[config.mk]
export PLATFORM = sky130hd
export DESIGN_NAME = spiee_core
export DESIGN_NICKNAME = d
export VERILOG_FILES = /design/src/core/spiee_pkg.sv /design/src/core/spiee_pin_if.sv /design/src/core/spiee_pin_sync.sv /design/src/core/spiee_core.sv
export SDC_FILE = /design/constraint.sdc
export NUM_CORES = 1
export LEC_CHECK = 0
export ABC_CLOCK_PERIOD_IN_PS = 6000
export BUFFER_PORTS_ARGS = -buffer_cell sky130_fd_sc_hd__buf_2
export CAP_MARGIN = 15
export CELL_PAD_IN_SITES_DETAIL_PLACEMENT = 0
export CELL_PAD_IN_SITES_GLOBAL_PLACEMENT = 1
export CORE_ASPECT_RATIO = 1.5
export CORE_MARGIN = 2
export CORE_UTILIZATION = 45
export DETAILED_ROUTE_END_ITERATION = 10
export PLACE_DENSITY = 0.78
export SLEW_MARGIN = 40
export SYNTH_ARGS = -nofsm -noshare
export SYNTH_HDL_FRONTEND = slang
export SYNTH_SLANG_ARGS = --single-unit
[constraint.sdc]
create_clock -name sys_clk_i -period 6 [get_ports sys_clk_i]
set_input_delay 0.3 -clock sys_clk_i [delete_from_list [all_inputs] [get_ports sys_clk_i]]
set_output_delay 0.3 -clock sys_clk_i [all_outputs]
set_load 0.02 [all_outputs]
[src/core/spiee_pkg.sv]
// Shared constants of the serial EEPROM command and protection logic
package spiee_pkg;
  // Instruction codes (bit 3 is ignored, upper nibble must be zero)
  localparam logic [2:0] OP_SET_LATCH   = 3'h6;
  localparam logic [2:0] OP_CLEAR_LATCH = 3'h4;
  localparam logic [2:0] OP_READ_STATUS = 3'h5;
  localparam logic [2:0] OP_WRITE_STAT  = 3'h1;
  localparam logic [2:0] OP_ARRAY_READ  = 3'h3;
  localparam logic [2:0] OP_ARRAY_WRITE = 3'h2;
  localparam logic [3:0] OP_UPPER       = 4'h0;

  // Status register field positions
  localparam int ST_BUSY_BIT = 0;
  localparam int ST_WEL_BIT  = 1;
  localparam int ST_BP_LO    = 2;
  localparam int ST_BP_HI    = 3;
  localparam int ST_PEN_BIT  = 7;
  localparam logic [7:0] ST_BUSY_VALUE = 8'hFF;

  // Power-up values of the nonvolatile protect bits
  localparam logic [1:0] BP_RESET  = 2'h0;
  localparam logic       PEN_RESET = 1'b0;

  // Address and page geometry
  localparam int ADDR_W_DEF  = 15;
  localparam int PAGE_BITS   = 6;
  localparam int PAGE_BYTES  = 64;

  // Protection levels
  localparam logic [1:0] BP_NONE = 2'h0;
  localparam logic [1:0] BP_QTR  = 2'h1;
  localparam logic [1:0] BP_HALF = 2'h2;

  // Self-timed write cycle
  localparam int T_WC_MS   = 5;
  localparam int CLK_MHZ   = 250;
  localparam int WC_CYCLES = T_WC_MS * CLK_MHZ * 1000;
  localparam int WC_CNT_W  = 21;
endpackage

[src/core/spiee_pin_if.sv]
// Synchronised pin level with its edge pulses
interface spiee_pin_if;
  logic lvl;
  logic rise;
  logic fall;
  modport drv (output lvl, output rise, output fall);
  modport use_p (input lvl, input rise, input fall);
endinterface

[src/core/spiee_pin_sync.sv]
// Two-flop pin synchroniser with edge detection
module spiee_pin_sync #(
  parameter logic INIT = 1'b0          // Level assumed at reset
) (
  input  wire logic   sys_clk_i,      // System clock
  input  wire logic   rst_i,          // Synchronous reset
  input  wire logic   pin_i,          // Asynchronous pin
  spiee_pin_if.drv    pin_o           // Level and edges
);
  logic meta_r, sync_r, last_r;
  logic meta_nxt, sync_nxt, last_nxt;

  // Only sync_r reads meta_r; edges come from the settled stages
  always_comb begin
    meta_nxt = pin_i;
    sync_nxt = meta_r;
    last_nxt = sync_r;
  end

  always_ff @(posedge sys_clk_i) begin
    if (rst_i) begin
      meta_r <= INIT;
      sync_r <= INIT;
      last_r <= INIT;
    end else begin
      meta_r <= meta_nxt;
      sync_r <= sync_nxt;
      last_r <= last_nxt;
    end
  end

  assign pin_o.lvl  = sync_r;
  assign pin_o.rise = sync_r & ~last_r;
  assign pin_o.fall = ~sync_r & last_r;
endmodule

[src/core/spiee_core.sv]
// Serial EEPROM command decoder, protection logic and write-cycle timer
module spiee_core #(
  parameter int ADDR_W = spiee_pkg::ADDR_W_DEF,   // 14 or 15 address bits
  parameter int WC_CYC = spiee_pkg::WC_CYCLES     // Write cycle length
) (
  input  wire logic              sys_clk_i,    // System clock
  input  wire logic              rst_i,        // Synchronous reset, high
  input  wire logic              cs_n_i,       // Chip select pin, low
  input  wire logic              sck_i,        // Serial clock pin
  input  wire logic              si_i,         // Serial data in pin
  input  wire logic              hold_n_i,     // Pause pin, low
  input  wire logic              wp_n_i,       // Write protect pin, low
  output logic                   so_o,         // Serial data out
  output logic                   so_oe_o,      // Serial out drive enable
  output logic [ADDR_W-1:0]      mem_addr_o,   // Array address
  input  wire logic [7:0]        mem_rdata_i,  // Array read data
  output logic                   mem_we_o,     // Array write strobe
  output logic [7:0]             mem_wdata_o,  // Array write data
  output logic                   busy_o        // Write cycle running
);
  typedef enum logic [2:0] {
    ST_IDLE = 3'h0, ST_CMD = 3'h1, ST_ADDR = 3'h3, ST_RD = 3'h2,
    ST_WR = 3'h6, ST_SRD = 3'h7, ST_SWR = 3'h5, ST_IGN = 3'h4
  } spiee_state_e;

  localparam int PB = spiee_pkg::PAGE_BITS;

  spiee_pin_if cs_s ();
  spiee_pin_if sck_s ();
  spiee_pin_if si_s ();
  spiee_pin_if hold_s ();
  spiee_pin_if wp_s ();

  // Every pin passes two flops before any logic looks at it
  spiee_pin_sync #(.INIT(1'b1)) u_cs   (.sys_clk_i(sys_clk_i), .rst_i(rst_i),
                                        .pin_i(cs_n_i), .pin_o(cs_s));
  spiee_pin_sync #(.INIT(1'b0)) u_sck  (.sys_clk_i(sys_clk_i), .rst_i(rst_i),
                                        .pin_i(sck_i), .pin_o(sck_s));
  spiee_pin_sync #(.INIT(1'b0)) u_si   (.sys_clk_i(sys_clk_i), .rst_i(rst_i),
                                        .pin_i(si_i), .pin_o(si_s));
  spiee_pin_sync #(.INIT(1'b1)) u_hold (.sys_clk_i(sys_clk_i), .rst_i(rst_i),
                                        .pin_i(hold_n_i), .pin_o(hold_s));
  spiee_pin_sync #(.INIT(1'b1)) u_wp   (.sys_clk_i(sys_clk_i), .rst_i(rst_i),
                                        .pin_i(wp_n_i), .pin_o(wp_s));

  spiee_state_e            state_r, state_nxt;
  logic [2:0]              bit_cnt_r, bit_cnt_nxt;
  logic [6:0]              shift_r, shift_nxt;
  logic [7:0]              out_r, out_nxt;
  logic                    so_r, so_nxt;
  logic                    so_en_r, so_en_nxt;
  logic                    paused_r, paused_nxt;
  logic                    load_r, load_nxt;
  logic                    is_rd_r, is_rd_nxt;
  logic                    adr_hi_r, adr_hi_nxt;
  logic [ADDR_W-1:0]       addr_r, addr_nxt;
  logic                    wel_r, wel_nxt;
  logic [1:0]              bp_r, bp_nxt;
  logic                    pen_r, pen_nxt;
  logic [7:0]              sr_new_r, sr_new_nxt;
  logic                    sr_pend_r, sr_pend_nxt;
  logic [PB:0]             widx_r, widx_nxt;
  logic                    busy_r, busy_nxt;
  logic                    kind_st_r, kind_st_nxt;
  logic [spiee_pkg::WC_CNT_W-1:0] wc_cnt_r, wc_cnt_nxt;
  logic [spiee_pkg::PAGE_BYTES-1:0] valid_r, valid_nxt;
  logic [7:0]              page_mem [spiee_pkg::PAGE_BYTES];

  logic       rise_ok, fall_ok, byte_done, hw_prot, page_prot;
  logic       buf_we;
  logic [7:0] byte_v, status_v;

  // Pins pass through the same two-flop delay, so their order is kept
  assign rise_ok   = sck_s.rise & ~paused_r & (state_r != ST_IDLE);
  assign fall_ok   = sck_s.fall & ~paused_r & (state_r != ST_IDLE);
  assign byte_v    = {shift_r, si_s.lvl};
  assign byte_done = rise_ok & (bit_cnt_r == 3'h7);
  assign hw_prot   = ~wp_s.lvl & pen_r;

  // Protected range against the top address bits of the page base
  always_comb begin
    case (bp_r)
      spiee_pkg::BP_NONE: page_prot = 1'b0;
      spiee_pkg::BP_QTR:  page_prot = &addr_r[ADDR_W-1 -: 2];
      spiee_pkg::BP_HALF: page_prot = addr_r[ADDR_W-1];
      default:            page_prot = 1'b1;
    endcase
  end

  // Status byte; all ones while programming
  always_comb begin
    status_v = '0;
    status_v[spiee_pkg::ST_PEN_BIT]  = pen_r;
    status_v[spiee_pkg::ST_BP_HI]    = bp_r[1];
    status_v[spiee_pkg::ST_BP_LO]    = bp_r[0];
    status_v[spiee_pkg::ST_WEL_BIT]  = wel_r;
    status_v[spiee_pkg::ST_BUSY_BIT] = busy_r;
    if (busy_r)
      status_v = spiee_pkg::ST_BUSY_VALUE;
  end

  // Serial protocol, latch and write-cycle sequencing
  always_comb begin
    state_nxt   = state_r;
    bit_cnt_nxt = bit_cnt_r;
    shift_nxt   = shift_r;
    out_nxt     = out_r;
    so_nxt      = so_r;
    so_en_nxt   = so_en_r;
    load_nxt    = 1'b0;
    is_rd_nxt   = is_rd_r;
    adr_hi_nxt  = adr_hi_r;
    addr_nxt    = addr_r;
    wel_nxt     = wel_r;
    bp_nxt      = bp_r;
    pen_nxt     = pen_r;
    sr_new_nxt  = sr_new_r;
    sr_pend_nxt = sr_pend_r;
    valid_nxt   = valid_r;
    busy_nxt    = busy_r;
    kind_st_nxt = kind_st_r;
    wc_cnt_nxt  = wc_cnt_r;
    widx_nxt    = widx_r;
    buf_we      = 1'b0;
    // Pause state follows hold only while the serial clock is low; a select fall clears it at any clock level
    paused_nxt  = sck_s.lvl ? paused_r : ~hold_s.lvl;

    if (rise_ok) begin
      shift_nxt   = byte_v[6:0];
      bit_cnt_nxt = bit_cnt_r + 3'h1;
    end
    if (fall_ok && (state_r == ST_RD || state_r == ST_SRD)) begin
      so_nxt    = out_r[7];
      out_nxt   = {out_r[6:0], 1'b0};
      so_en_nxt = 1'b1;
    end
    if (load_r)
      out_nxt = (state_r == ST_SRD) ? status_v : mem_rdata_i;

    case (state_r)
      ST_CMD: begin
        if (byte_done) begin
          state_nxt = ST_IGN;
          if (byte_v[7:4] == spiee_pkg::OP_UPPER) begin
            if (byte_v[2:0] == spiee_pkg::OP_READ_STATUS) begin
              state_nxt = ST_SRD;
              load_nxt  = 1'b1;
            end else if (!busy_r) begin
              case (byte_v[2:0])
                spiee_pkg::OP_SET_LATCH:   wel_nxt = 1'b1;
                spiee_pkg::OP_CLEAR_LATCH: wel_nxt = 1'b0;
                spiee_pkg::OP_WRITE_STAT:
                  if (wel_r && !hw_prot)
                    state_nxt = ST_SWR;
                spiee_pkg::OP_ARRAY_READ: begin
                  state_nxt = ST_ADDR;
                  is_rd_nxt = 1'b1;
                end
                spiee_pkg::OP_ARRAY_WRITE:
                  if (wel_r) begin
                    state_nxt = ST_ADDR;
                    is_rd_nxt = 1'b0;
                    valid_nxt = '0;
                  end
                default: state_nxt = ST_IGN;
              endcase
            end
          end
        end
      end
      ST_ADDR: begin
        if (byte_done) begin
          // Upper don't-care bits drop out of the narrow address
          addr_nxt   = ADDR_W'({addr_r, byte_v});
          adr_hi_nxt = 1'b1;
          if (adr_hi_r) begin
            state_nxt = is_rd_r ? ST_RD : ST_WR;
            load_nxt  = is_rd_r;
          end
        end
      end
      ST_RD: begin
        if (byte_done) begin
          addr_nxt = addr_r + ADDR_W'(1);
          load_nxt = 1'b1;
        end
      end
      ST_SRD: begin
        if (byte_done)
          load_nxt = 1'b1;
      end
      ST_WR: begin
        if (byte_done) begin
          buf_we = 1'b1;
          valid_nxt[addr_r[PB-1:0]] = 1'b1;
          addr_nxt[PB-1:0] = addr_r[PB-1:0] + PB'(1);
        end
      end
      ST_SWR: begin
        if (byte_done) begin
          sr_new_nxt  = byte_v;
          sr_pend_nxt = 1'b1;
          state_nxt   = ST_IGN;
        end
      end
      default: ;
    endcase

    // Deselect ends every sequence and may launch programming
    if (cs_s.rise) begin
      state_nxt = ST_IDLE;
      so_en_nxt = 1'b0;
      if (!busy_r && bit_cnt_r == 3'h0) begin
        if (sr_pend_r && wel_r && !hw_prot) begin
          busy_nxt    = 1'b1;
          kind_st_nxt = 1'b1;
          wc_cnt_nxt  = '0;
        end else if (state_r == ST_WR && (|valid_r) && !page_prot) begin
          busy_nxt    = 1'b1;
          kind_st_nxt = 1'b0;
          wc_cnt_nxt  = '0;
          widx_nxt    = '0;
        end
      end
      sr_pend_nxt = 1'b0;
    end else if (cs_s.fall) begin
      state_nxt   = ST_CMD;
      bit_cnt_nxt = '0;
      adr_hi_nxt  = 1'b0;
      so_en_nxt   = 1'b0;
      paused_nxt  = 1'b0;
      sr_pend_nxt = 1'b0;
    end

    // Self-timed cycle; buffered page goes out in its first cycles
    if (busy_r) begin
      wc_cnt_nxt = wc_cnt_r + spiee_pkg::WC_CNT_W'(1);
      if (!widx_r[PB])
        widx_nxt = widx_r + (PB+1)'(1);
      if (wc_cnt_r == spiee_pkg::WC_CNT_W'(WC_CYC - 1)) begin
        busy_nxt = 1'b0;
        wel_nxt  = 1'b0;
        if (kind_st_r) begin
          bp_nxt  = {sr_new_r[spiee_pkg::ST_BP_HI], sr_new_r[spiee_pkg::ST_BP_LO]};
          pen_nxt = sr_new_r[spiee_pkg::ST_PEN_BIT];
        end
      end
    end
  end

  // Protocol and protection registers
  always_ff @(posedge sys_clk_i) begin
    if (rst_i) begin
      state_r   <= ST_IDLE;
      bit_cnt_r <= '0;
      shift_r   <= '0;
      out_r     <= '0;
      so_r      <= 1'b0;
      so_en_r   <= 1'b0;
      paused_r  <= 1'b0;
      load_r    <= 1'b0;
      is_rd_r   <= 1'b0;
      adr_hi_r  <= 1'b0;
      addr_r    <= '0;
      wel_r     <= 1'b0;
      bp_r      <= spiee_pkg::BP_RESET;
      pen_r     <= spiee_pkg::PEN_RESET;
      sr_new_r  <= '0;
      sr_pend_r <= 1'b0;
      valid_r   <= '0;
      busy_r    <= 1'b0;
      kind_st_r <= 1'b0;
      wc_cnt_r  <= '0;
      widx_r    <= '0;
    end else begin
      state_r   <= state_nxt;
      bit_cnt_r <= bit_cnt_nxt;
      shift_r   <= shift_nxt;
      out_r     <= out_nxt;
      so_r      <= so_nxt;
      so_en_r   <= so_en_nxt;
      paused_r  <= paused_nxt;
      load_r    <= load_nxt;
      is_rd_r   <= is_rd_nxt;
      adr_hi_r  <= adr_hi_nxt;
      addr_r    <= addr_nxt;
      wel_r     <= wel_nxt;
      bp_r      <= bp_nxt;
      pen_r     <= pen_nxt;
      sr_new_r  <= sr_new_nxt;
      sr_pend_r <= sr_pend_nxt;
      valid_r   <= valid_nxt;
      busy_r    <= busy_nxt;
      kind_st_r <= kind_st_nxt;
      wc_cnt_r  <= wc_cnt_nxt;
      widx_r    <= widx_nxt;
    end
  end

  // Page buffer; later bytes at a wrapped slot overwrite earlier ones
  always_ff @(posedge sys_clk_i) begin
    if (buf_we)
      page_mem[addr_r[PB-1:0]] <= byte_v;
  end

  // Array side: page drained slot by slot at the start of the cycle
  assign mem_addr_o  = busy_r ? {addr_r[ADDR_W-1:PB], widx_r[PB-1:0]} : addr_r;
  assign mem_we_o    = busy_r & ~kind_st_r & ~widx_r[PB] & valid_r[widx_r[PB-1:0]];
  assign mem_wdata_o = page_mem[widx_r[PB-1:0]];
  assign busy_o      = busy_r;

  // Output floats when deselected, paused or not in a read
  assign so_o    = so_r;
  assign so_oe_o = so_en_r & ~paused_r & (state_r == ST_RD || state_r == ST_SRD);
endmodule

# Word-level counts from Yosys, hierarchy flattened
# Memories as Yosys holds them, arrays and structs flattened. A register that Yosys moved wholly into a read port is not among the register bits.
# Cells that the tools add are included.
[word_totals] word_cells=231 inputBits=15 ramBits=512 ff_bits=161 mem_count=1
[op_classes] n_reduce_logical=42 addsub=5 order_cmp=3 n_bitwise=27 n_mux=86 n_eq_ne=32
[memory_table] memory="page_mem" depth=64 word_bits=8 rd=1 rd_ports_with_merged_regs=1 wr=1 line_no="spiee_core.sv:67" source="logic [7:0] page_mem [spiee_pkg::PAGE_BYTES];"
[op_table] cell="$mux 64" n=7
[op_table] cell="$pmux 64 s2" n=1
[op_table] cell="$mux 21" n=5
[op_table] cell="$or 64x64->64" n=1
[op_table] cell="$reduce_or 64->1" n=1
[op_table] cell="$mux 7" n=6
[op_table] cell="$mux 1" n=36
[op_table] cell="$mux 3" n=12
[op_table] cell="$mux 8" n=4
[op_table] cell="$mux 15" n=2
[op_table] cell="$ne 2x2->1 const B" n=12
[op_table] cell="$add 21x1->21 const B" n=1
[op_table] cell="$eq 21x21->1 const B" n=1
[op_table] cell="$eq 3x3->1 const B" n=7
[op_table] cell="$mux 6" n=3
[op_table] cell="$pmux 3 s3" n=2
[op_table] cell="$pmux 6 s3" n=1
[op_table] cell="$pmux 9 s2" n=1
[op_table] cell="$add 15x1->15 const B" n=1
[op_table] cell="$and 1x1->1" n=15
[op_table] cell="$lt 6x7->1 const B" n=2
[op_table] cell="$reduce_bool 2->1" n=7
[op_table] cell="$eq 3x2->1 const B" n=4
[op_table] cell="$ne 3x3->1 const B" n=4
[op_table] cell="other kinds (28)" n=59

# Depth between registers and ports, before layout
# Gate-level depths: netlist of the first run.
[depth] word_depth=12 depth_mapped=10 depth_no_buf=8

# Modules after synthesis
# From an unflattened synthesis of the first run, not the netlist that was laid out.
[hier_totals] hier_cells=1690 area_unflattened_um2=27253.6
[modules_own_cells] mod="spiee_core" cells_per_inst=1650 seq_area_each_um2=18257.5 area_per_inst_um2=26793.2 instances=1
[modules_own_cells] mod="spiee_pin_sync at u_cs ..." cells_per_inst=8 seq_area_each_um2=60.1 area_per_inst_um2=92.6 instances=3
[modules_own_cells] mod="spiee_pin_sync at u_sck ..." cells_per_inst=8 seq_area_each_um2=60.1 area_per_inst_um2=91.3 instances=2

# Worst setup path before layout of the first run
# OpenSTA, ideal clock, no wires.
[synth_timing] path_kind="register to output" from="reg widx_r[0]" to="out mem_we_o" path_stages_with_launch=8 arrival_ns=2.314 path_buffers=3 path_slack_ns=3.386 path_cell_list="dfxtp_1 -> buf_2 -> buf_4 -> buf_2 -> mux4_2 -> mux4_2 -> nand4_1 -> o311ai_0"
[synth_between] elab_chain_cells=3
[synth_lines] element="start: declaration" line_no="spiee_core.sv:62" source="logic [PB:0] widx_r, widx_nxt;"
[synth_lines] element="start signal: assignment" line_no="spiee_core.sv:296" source="widx_r <= widx_nxt;"
[synth_lines] element="$bmux 1 s6" line_no="spiee_core.sv:308" source="assign mem_we_o = busy_r & ~kind_st_r & ~widx_r[PB] & valid_r[widx_r[PB-1:0]];"
[synth_lines] element="$mux 1 (not written as such)" line_no="spiee_core.sv:308"
[synth_lines] element="$and 1x1->1" line_no="spiee_core.sv:308"
[synth_lines] element="end: declaration" line_no="spiee_core.sv:17" source="output logic mem_we_o,"
# No other way between the ends. The select of a mux whose other input is x is not followed.

==> results of run 1 <==
## layer usage
layer  global-route usage [%]  routed length, um  up-vias
met2                     37.0              34400      513
met5                        0                  0        -
met4                     6.99               2320        0
li1                         -                  -     6698
met3                     2.21               3070      124
met1                     25.3              23800     7822
## through the flow
| stage | setup slack [ns] | power, uW | utilization, % | hold WS (ns) | cell area, um^2 |
|---|---|---|---|---|---|
| floorplan | 3.39 | 5050 | - | 0.389 | 27200 |
| finish | 1.87 | 8630 | 50.1 | 0.0349 | 30000 |
| CTS | 1.73 | 8690 | 50.1 | 0.00996 | 30000 |
| global placement | 2.28 | 5070 | 46.8 | 0.403 | 28000 |
| detailed placement | 2.28 | 5070 | 46.8 | 0.402 | 28000 |
| global route | 1.61 | 8850 | 50.1 | 0.0603 | 30000 |
## final cells by class
type                       instances  share of cell area [%]
multi-input combinational        887                    27.1
inverter                          15                   0.188
sequential                       668                    61.7
tap                              784                    3.27
clock inverter                    38                    1.23
clock buffer                      66                    4.93
timing repair buffer              70                    1.61
## final timing paths
| kind | start | to | slack (ns) | cells after the start |
|---|---|---|---|---|
| hold reg to reg | u_hold.meta_r | u_hold.pin_o.lvl | 0.41 | 1 |
| setup reg to reg | state_r[1] | page_mem[19][6] | 2.24 | 6 |
| setup / recovery | widx_r[0] | mem_wdata_o[5] | 1.87 | 6 |
| hold / removal | mem_rdata_i[6] | out_r[6] | 0.03 | 3 |
## cell usage after synthesis, types with 5 or more instances
master / n
mux4_2: 177
ha_1: 6
nor2b_1: 11
nor2_1: 203
clkbuf_1: 61
a21oi_2: 11
or4_1: 5
edfxtp_1: 512
nor4b_1: 5
a311oi_1: 5
a211oi_1: 8
or3_1: 15
a31oi_1: 64
o31ai_1: 5
mux2_2: 12
a22oi_1: 14
nor4_1: 18
o21ai_0: 32
buf_1: 13
o21ai_1: 9
and3_1: 12
and2_1: 8
nand3_1: 25
nand4_1: 18
nand2b_1: 10
or2_2: 9
o221ai_1: 5
inv_1: 15
nor3_1: 18
xnor2_1: 6
buf_6: 5
buf_2: 21
nand2_1: 63
buf_4: 24
a21oi_1: 47
mux2i_1: 17
dfxtp_1: 156
## cells by family after synthesis
family | synth area share (%)
buffers and inverters | 2.48
DFF | 68.0
adders and majority gates | 0.276
muxes | 15.9
and+or+nand+nor | 7.74
xor gates and xnor gates | 0.290
AOI/OAI and AO/OA | 5.37
## critical path: stages (launching register included)
cell	delay (ns)
dfxtp_4	0.75
buf_12	0.58
mux4_2	0.60
mux4_2	0.52
a22oi_1	0.39
nand2_1	0.12
buf_2	0.18
## state kept, by name, summed over array words and instances, names as in the netlist, 2 cells and up
| register | flops |
|---|---|
| page_mem | 512 |
| widx_r | 7 |
| state_r | 3 |
| addr_r | 15 |
| wc_cnt_r | 21 |
| bp_r | 2 |
| valid_r | 64 |
| sr_new_r | 3 |
| bit_cnt_r | 3 |
| out_r | 8 |
| shift_r | 7 |
## power by group through the flow
stage	Combinational (uW)	Sequential, uW	Clock, uW
6_report	47.6	4920	3660
5_1_grt	52.2	4920	3880
4_1_cts	48.1	4920	3720
3_5_place_dp	43.6	5020	0
3_3_place_gp	42.5	5020	0
2_1_floorplan	30.8	5020	0
==> impl_metrics.yaml, run 1 <==
worst_setup_path:
  worstPathArrival_ns: 3.83
  cp_max_fo: 81
  start_kind: "flip-flop"
  worst_ep_required_time_ns: 5.70
  cp-end-kind: "primary output"
  crit_type: "reg2out"
yosys:
  synth_seq_area_share_pct: 68.0
  ys.flop_type: "edfxtp_1"
  syn_area_per_cell_um2: 16.1
  synth-seq-cells: 668
  synth_area_leader_cell: "edfxtp_1"
  synthArstFlopShare_pct: 0
  yosys-top-cells-area: "edfxtp_1 (57%), mux4_2 (15%), dfxtp_1 (11%), nor2_1 (2.8%), a31oi_1 (1.5%)"
  syn_area_mm2: 0.0272
  synth_fp_nets: 1715
  synthDistinctLibCells: 68
  ys_warn_count: 0
  synth_edf_count: 512
  synth_top_area_share_pct: 56.5
  synth_cells: 1694
power_and_ir_drop:
  swShare_pct: 19.7
  vdd.ir_drop.worst_mv: 0.310
  seq_power_share_pct: 57.0
  power_density_mw_per_mm2: 287
  power_switching_uw: 1700
  pwr-share-comb_pct: 0.6
  power_leakage_uw: 0.00945
  clkPwrFrac_pct: 42.4
  p_int_uw: 6930
timing:
  slew-limit-headroom_pct: 43.3
  skew_ns: 0.0125
  maxSlewViolCount: 0
  fin_crit_sh_pct: 68.9
  worst_pin_slew_ns: 0.848
  period_minus_slack_ns: 4.13
  rsz0062_at_grt: "no"
  hold_viol: 0
  fmax_mhz: 242
  tns_ns: 0
  setup_viol: 0
detailed_routing:
  detail-route-antenna-nets: 0
  drc: 0
  drt_iter0_markers: 1497
  wirelength_um: 63600
  detail_route.wl_per_cell_um: 25.2
  vias: 15200
  first_pass_iters: 5
  vias_per_cell: 6.00
cells_and_area:
  layout_common_cells: "edfxtp_1 (512), nor2_1 (184), mux4_2 (177)"
  fill_cells: 4890
  stdcell_count: 2528
  nets: 1721
  diodes: 0
  drive_above_1_share_pct: 23.3
  final_common_cell: "edfxtp_1"
  syn2layout_area_growth_pct: 10.3
  regArea_mm2: 0.0185
  multiInputGateArea_mm2: 0.00813
cts:
  insertion_delay_ns: 0.60
  clk_pin_slew_worst_paths_ns: 0.06
  clock_path_buffers: 3
  cts-htree-levels: 2
  cts_tree: "done"
  cts_resized: 0
  cts-buffers-inserted: 58
  post_cts_buffers: 0
  root_buffer: "clkbuf_16"
  clock_sinks: 668
  cts_hold_buf: 9
die:
  rows: 110
  ios: 42
  core_area_mm2: 0.0599
  dieArea_mm2: 0.0625
  die_y_um: 305
  initial_core_util_pct: 45.5
  die_w_um: 205
worst_hold_path:
  worst_hold_path_type: "in2reg"
grt:
  grtUsageTotal_pct: 20.4
  grt_overflow: 0
  grt_pass1_wl_um: 95500
  grt_pass1_vias: 15300
  grt_max_degree: 82
  antenna_found_initial: 0
place:
  hpwl_um: 40600
  placed_cells: 2415
  io_buffers: 41
  gp_congestion: 0.832
flow_run:
  max_cap_viol_count: 0
status:
  status: "finished clean"
(Power assumes the default switching activity.)
==> run 2: changes to the inputs <==
--- a/config.mk
+++ b/config.mk
@@ -5,7 +5,8 @@
 export SDC_FILE = /design/constraint.sdc
 export NUM_CORES = 1
 export LEC_CHECK = 0
-export ABC_CLOCK_PERIOD_IN_PS = 6000
+export ABC_AREA = 1
+export ABC_CLOCK_PERIOD_IN_PS = 3700
 export BUFFER_PORTS_ARGS = -buffer_cell sky130_fd_sc_hd__buf_2
 export CAP_MARGIN = 15
 export CELL_PAD_IN_SITES_DETAIL_PLACEMENT = 0
@@ -14,7 +15,7 @@
 export CORE_MARGIN = 2
 export CORE_UTILIZATION = 45
 export DETAILED_ROUTE_END_ITERATION = 10
-export PLACE_DENSITY = 0.78
+export PLACE_DENSITY = 0.85
 export SLEW_MARGIN = 40
 export SYNTH_ARGS = -nofsm -noshare
 export SYNTH_HDL_FRONTEND = slang
==> constraint.sdc (replaced) <==
create_clock -name sys_clk_i -period 3.7 [get_ports sys_clk_i]
set_input_delay 0.185 -clock sys_clk_i [delete_from_list [all_inputs] [get_ports sys_clk_i]]
set_output_delay 0.185 -clock sys_clk_i [all_outputs]
set_load 0.02 [all_outputs]
==> run 2 against run 1 <==
Synthesized cell count grew 68%. Synthesized area grew 5.6%. Final cell count grew 48%. Critical path type unchanged. Largest cell class unchanged.
==> impl_metrics.yaml, run 2 <==
status:
  status: "finished clean"
cts:
  cts-buffers-inserted: 60
  clk_pin_slew_worst_paths_ns: 0.07
  cts-htree-levels: 2
  clock_sinks: 668
  cts_tree: "done"
  insertion_delay_ns: 0.65
  root_buffer: "clkbuf_16"
  clock_path_buffers: 3
yosys:
  synthDistinctLibCells: 42
  synth_top_area_share_pct: 53.5
  syn_area_mm2: 0.0287
  synth_area_leader_cell: "edfxtp_1"
  synth_fp_nets: 2866
  synthTopCellsByCount: "edfxtp_1 (512), nor2_1 (486), o21ai_0 (338)"
  synthArstFlopShare_pct: 0
  synth-seq-cells: 668
  syn_area_per_cell_um2: 10.1
  synth_seq_area_share_pct: 64.4
  ys.flop_type: "edfxtp_1"
  synth.most_common_cell: "edfxtp_1"
  yosys-top-cells-area: "edfxtp_1 (54%), dfxtp_1 (11%), nor2_1 (6.3%), o21ai_0 (5.9%), nand2_1 (3.7%)"
  ys_warn_count: 0
  synth_cells: 2845
  synth_edf_count: 512
cells_and_area:
  final_common_cell: "edfxtp_1"
  nets: 2894
  fill_cells: 5460
  largest_reg_flops: 512
  drive_above_1_share_pct: 10.4
  syn2layout_area_growth_pct: 12.3
  postLayoutCoreUtil_pct: 51.1
  diodes: 0
  layout_common_cells: "edfxtp_1 (512), nor2_1 (484), o21ai_0 (338)"
worst_setup_path:
  worstReg2RegEnd: "page_mem[36][2]"
  worstPathArrival_ns: 3.39
  cp_max_fo: 180
  regToRegStartpoint: "addr_r[2]"
  start_kind: "flip-flop"
  worst_ep_required_time_ns: 3.51
  ff2ff_path_depth: 6
  reg2reg_slack_ns: 0.73
  cp-end-kind: "primary output"
  crit_type: "reg2out"
timing:
  fmax_mhz: 279
  maxSlewViolCount: 0
  period_minus_slack_ns: 3.58
  fin_crit_sh_pct: 96.7
  setup_viol: 0
  skew_ns: 0.0352
  hold_viol: 0
  slew-limit-headroom_pct: 40.0
  setup_slack_ns: 0.122
  rsz0062_at_grt: "no"
  tns_ns: 0
  worst_pin_slew_ns: 0.900
die:
  die_y_um: 313
  die_w_um: 210
  dieArea_mm2: 0.0659
  core_area_mm2: 0.0632
  rows: 113
  ios: 42
  initial_core_util_pct: 45.5
grt:
  grt_max_degree: 183
  grtUsageTotal_pct: 24.2
  grt_pass1_vias: 21500
  antenna_found_initial: 0
  grt_pass1_wl_um: 123000
  grt_overflow: 0
flow_run:
  max_cap_viol_count: 0
worst_hold_path:
  min_path_cells: 5
  min-delay-start: "mem_rdata_i[2]"
  worst_hold_path_type: "in2reg"
  holdPathEnd: "out_r[2]"
place:
  gp_congestion: 0.889
  io_buffers: 41
  hpwl_um: 49500
  post-place-ws_ns: 0.885
detailed_routing:
  drc: 0
  drt_iter0_markers: 1975
  detail_route.wl_per_cell_um: 21.7
  vias_per_cell: 5.91
  first_pass_iters: 6
  wirelength_um: 80900
  detail-route-antenna-nets: 0
  vias: 22000
power_and_ir_drop:
  power_leakage_uw: 0.0121
  power_density_mw_per_mm2: 455
  vdd.ir_drop.worst_mv: 0.400
run 2: cell types whose count changed in the layout (fill, tap and decap cells not counted), moves of 59 or more:
cell      change
mux4_2      -177
o21ai_0     +306
buf_4        +84
nand2_1     +221
nand3_1     +104
nor2_1      +300
o22ai_1      +67
a21oi_1     +125
inv_1       +147
nand4_1      +59
o211ai_1     +65
nor3_1       +77
run 2: worst max-delay path, cell delays in order, from the launching register on:
cell and delay, ns:
dfxtp_4 0.56, buf_12 0.60, o21ai_0 0.21, o211ai_1 0.28, nand3_1 0.15, nand3_1 0.27
nand3_1 0.12, nand3_1 0.20, buf_2 0.21
run 2: stage by stage:
stage                     instance area, um^2  total power [uW]  cells  hold WS, ns
after floorplan                         28700              8250   2845        0.289
after global placement                  30100              8290   3604        0.370
after detailed placement                30100              8290   3604        0.373
after CTS                               32300             14800   3729      0.00274
after global routing                    32300             15000   3729       0.0794
final                                   32300             14700   3729       0.0391
run 2: logic make-up after synthesis:
family	share of synthesized area [%]
AOI/OAI and AO/OA	13.2
xor gates and xnor gates	0.305
adders and majority gates	0.261
buffers and inverters	5.41
DFF	64.4
and+or+nand+nor	16.5
run 2: worst max path at each step:
stage | end | slack, ns | startpoint | cells past startpoint
3_5_place_dp | page_mem[62][2] | 0.89 | state_r[0] | 8
6_report | mem_wdata_o[0] | 0.12 | widx_r[1] | 8
2_1_floorplan | valid_r[23] | 1.32 | shift_r[0] | 9
5_1_grt | mem_wdata_o[0] | 0.008 | widx_r[1] | 8
4_1_cts | mem_wdata_o[4] | 0.17 | widx_r[1] | 8
3_3_place_gp | mem_wdata_o[4] | 0.91 | widx_r[1] | 8
run 2: layout make-up:
| cell class | count | area (um^2) | share of cell area (%) |
|---|---|---|---|
| flip-flops and latches | 668 | 18500 | 57.4 |
| inverters | 175 | 664 | 2.06 |
| clock inverters | 46 | 537 | 1.66 |
| well taps | 805 | 1010 | 3.12 |
| clock buffers | 67 | 1550 | 4.80 |
| repair buffers | 164 | 1270 | 3.95 |
| multi-input cells | 1804 | 8720 | 27.0 |
run 2: power breakdown:
part	leakage (uW)	switching (uW)	internal, uW	total (uW)
combinational	0.00410	109	33.6	142
clock	0.000996	2830	3730	6560
sequential	0.00695	7.93	7990	8000
run 2: layer usage:
| metal | track usage (%) | wire, um | share of wire (%) | vias to the layer above |
|---|---|---|---|---|
| li1 | - | - | - | 10100 |
| met1 | 29.0 | 29700 | 37 | 10800 |
| met2 | 42.7 | 41300 | 51 | 971 |
| met3 | 3.09 | 5540 | 6.9 | 213 |
| met4 | 12.2 | 4330 | 5.4 | 0 |
| met5 | 0 | 0 | 0 | - |
run 2: what timing repair did:
| action | 4_1_cts | 5_1_grt |
|---|---|---|
| hold buffers | 12 | 0 |
| gates resized for setup | 0 | 1 |
| hold endpoints to repair | 12 | 0 |
| buffers inserted | 0 | 0 |
| endpoints found under the setup margin | 0 | 3 |
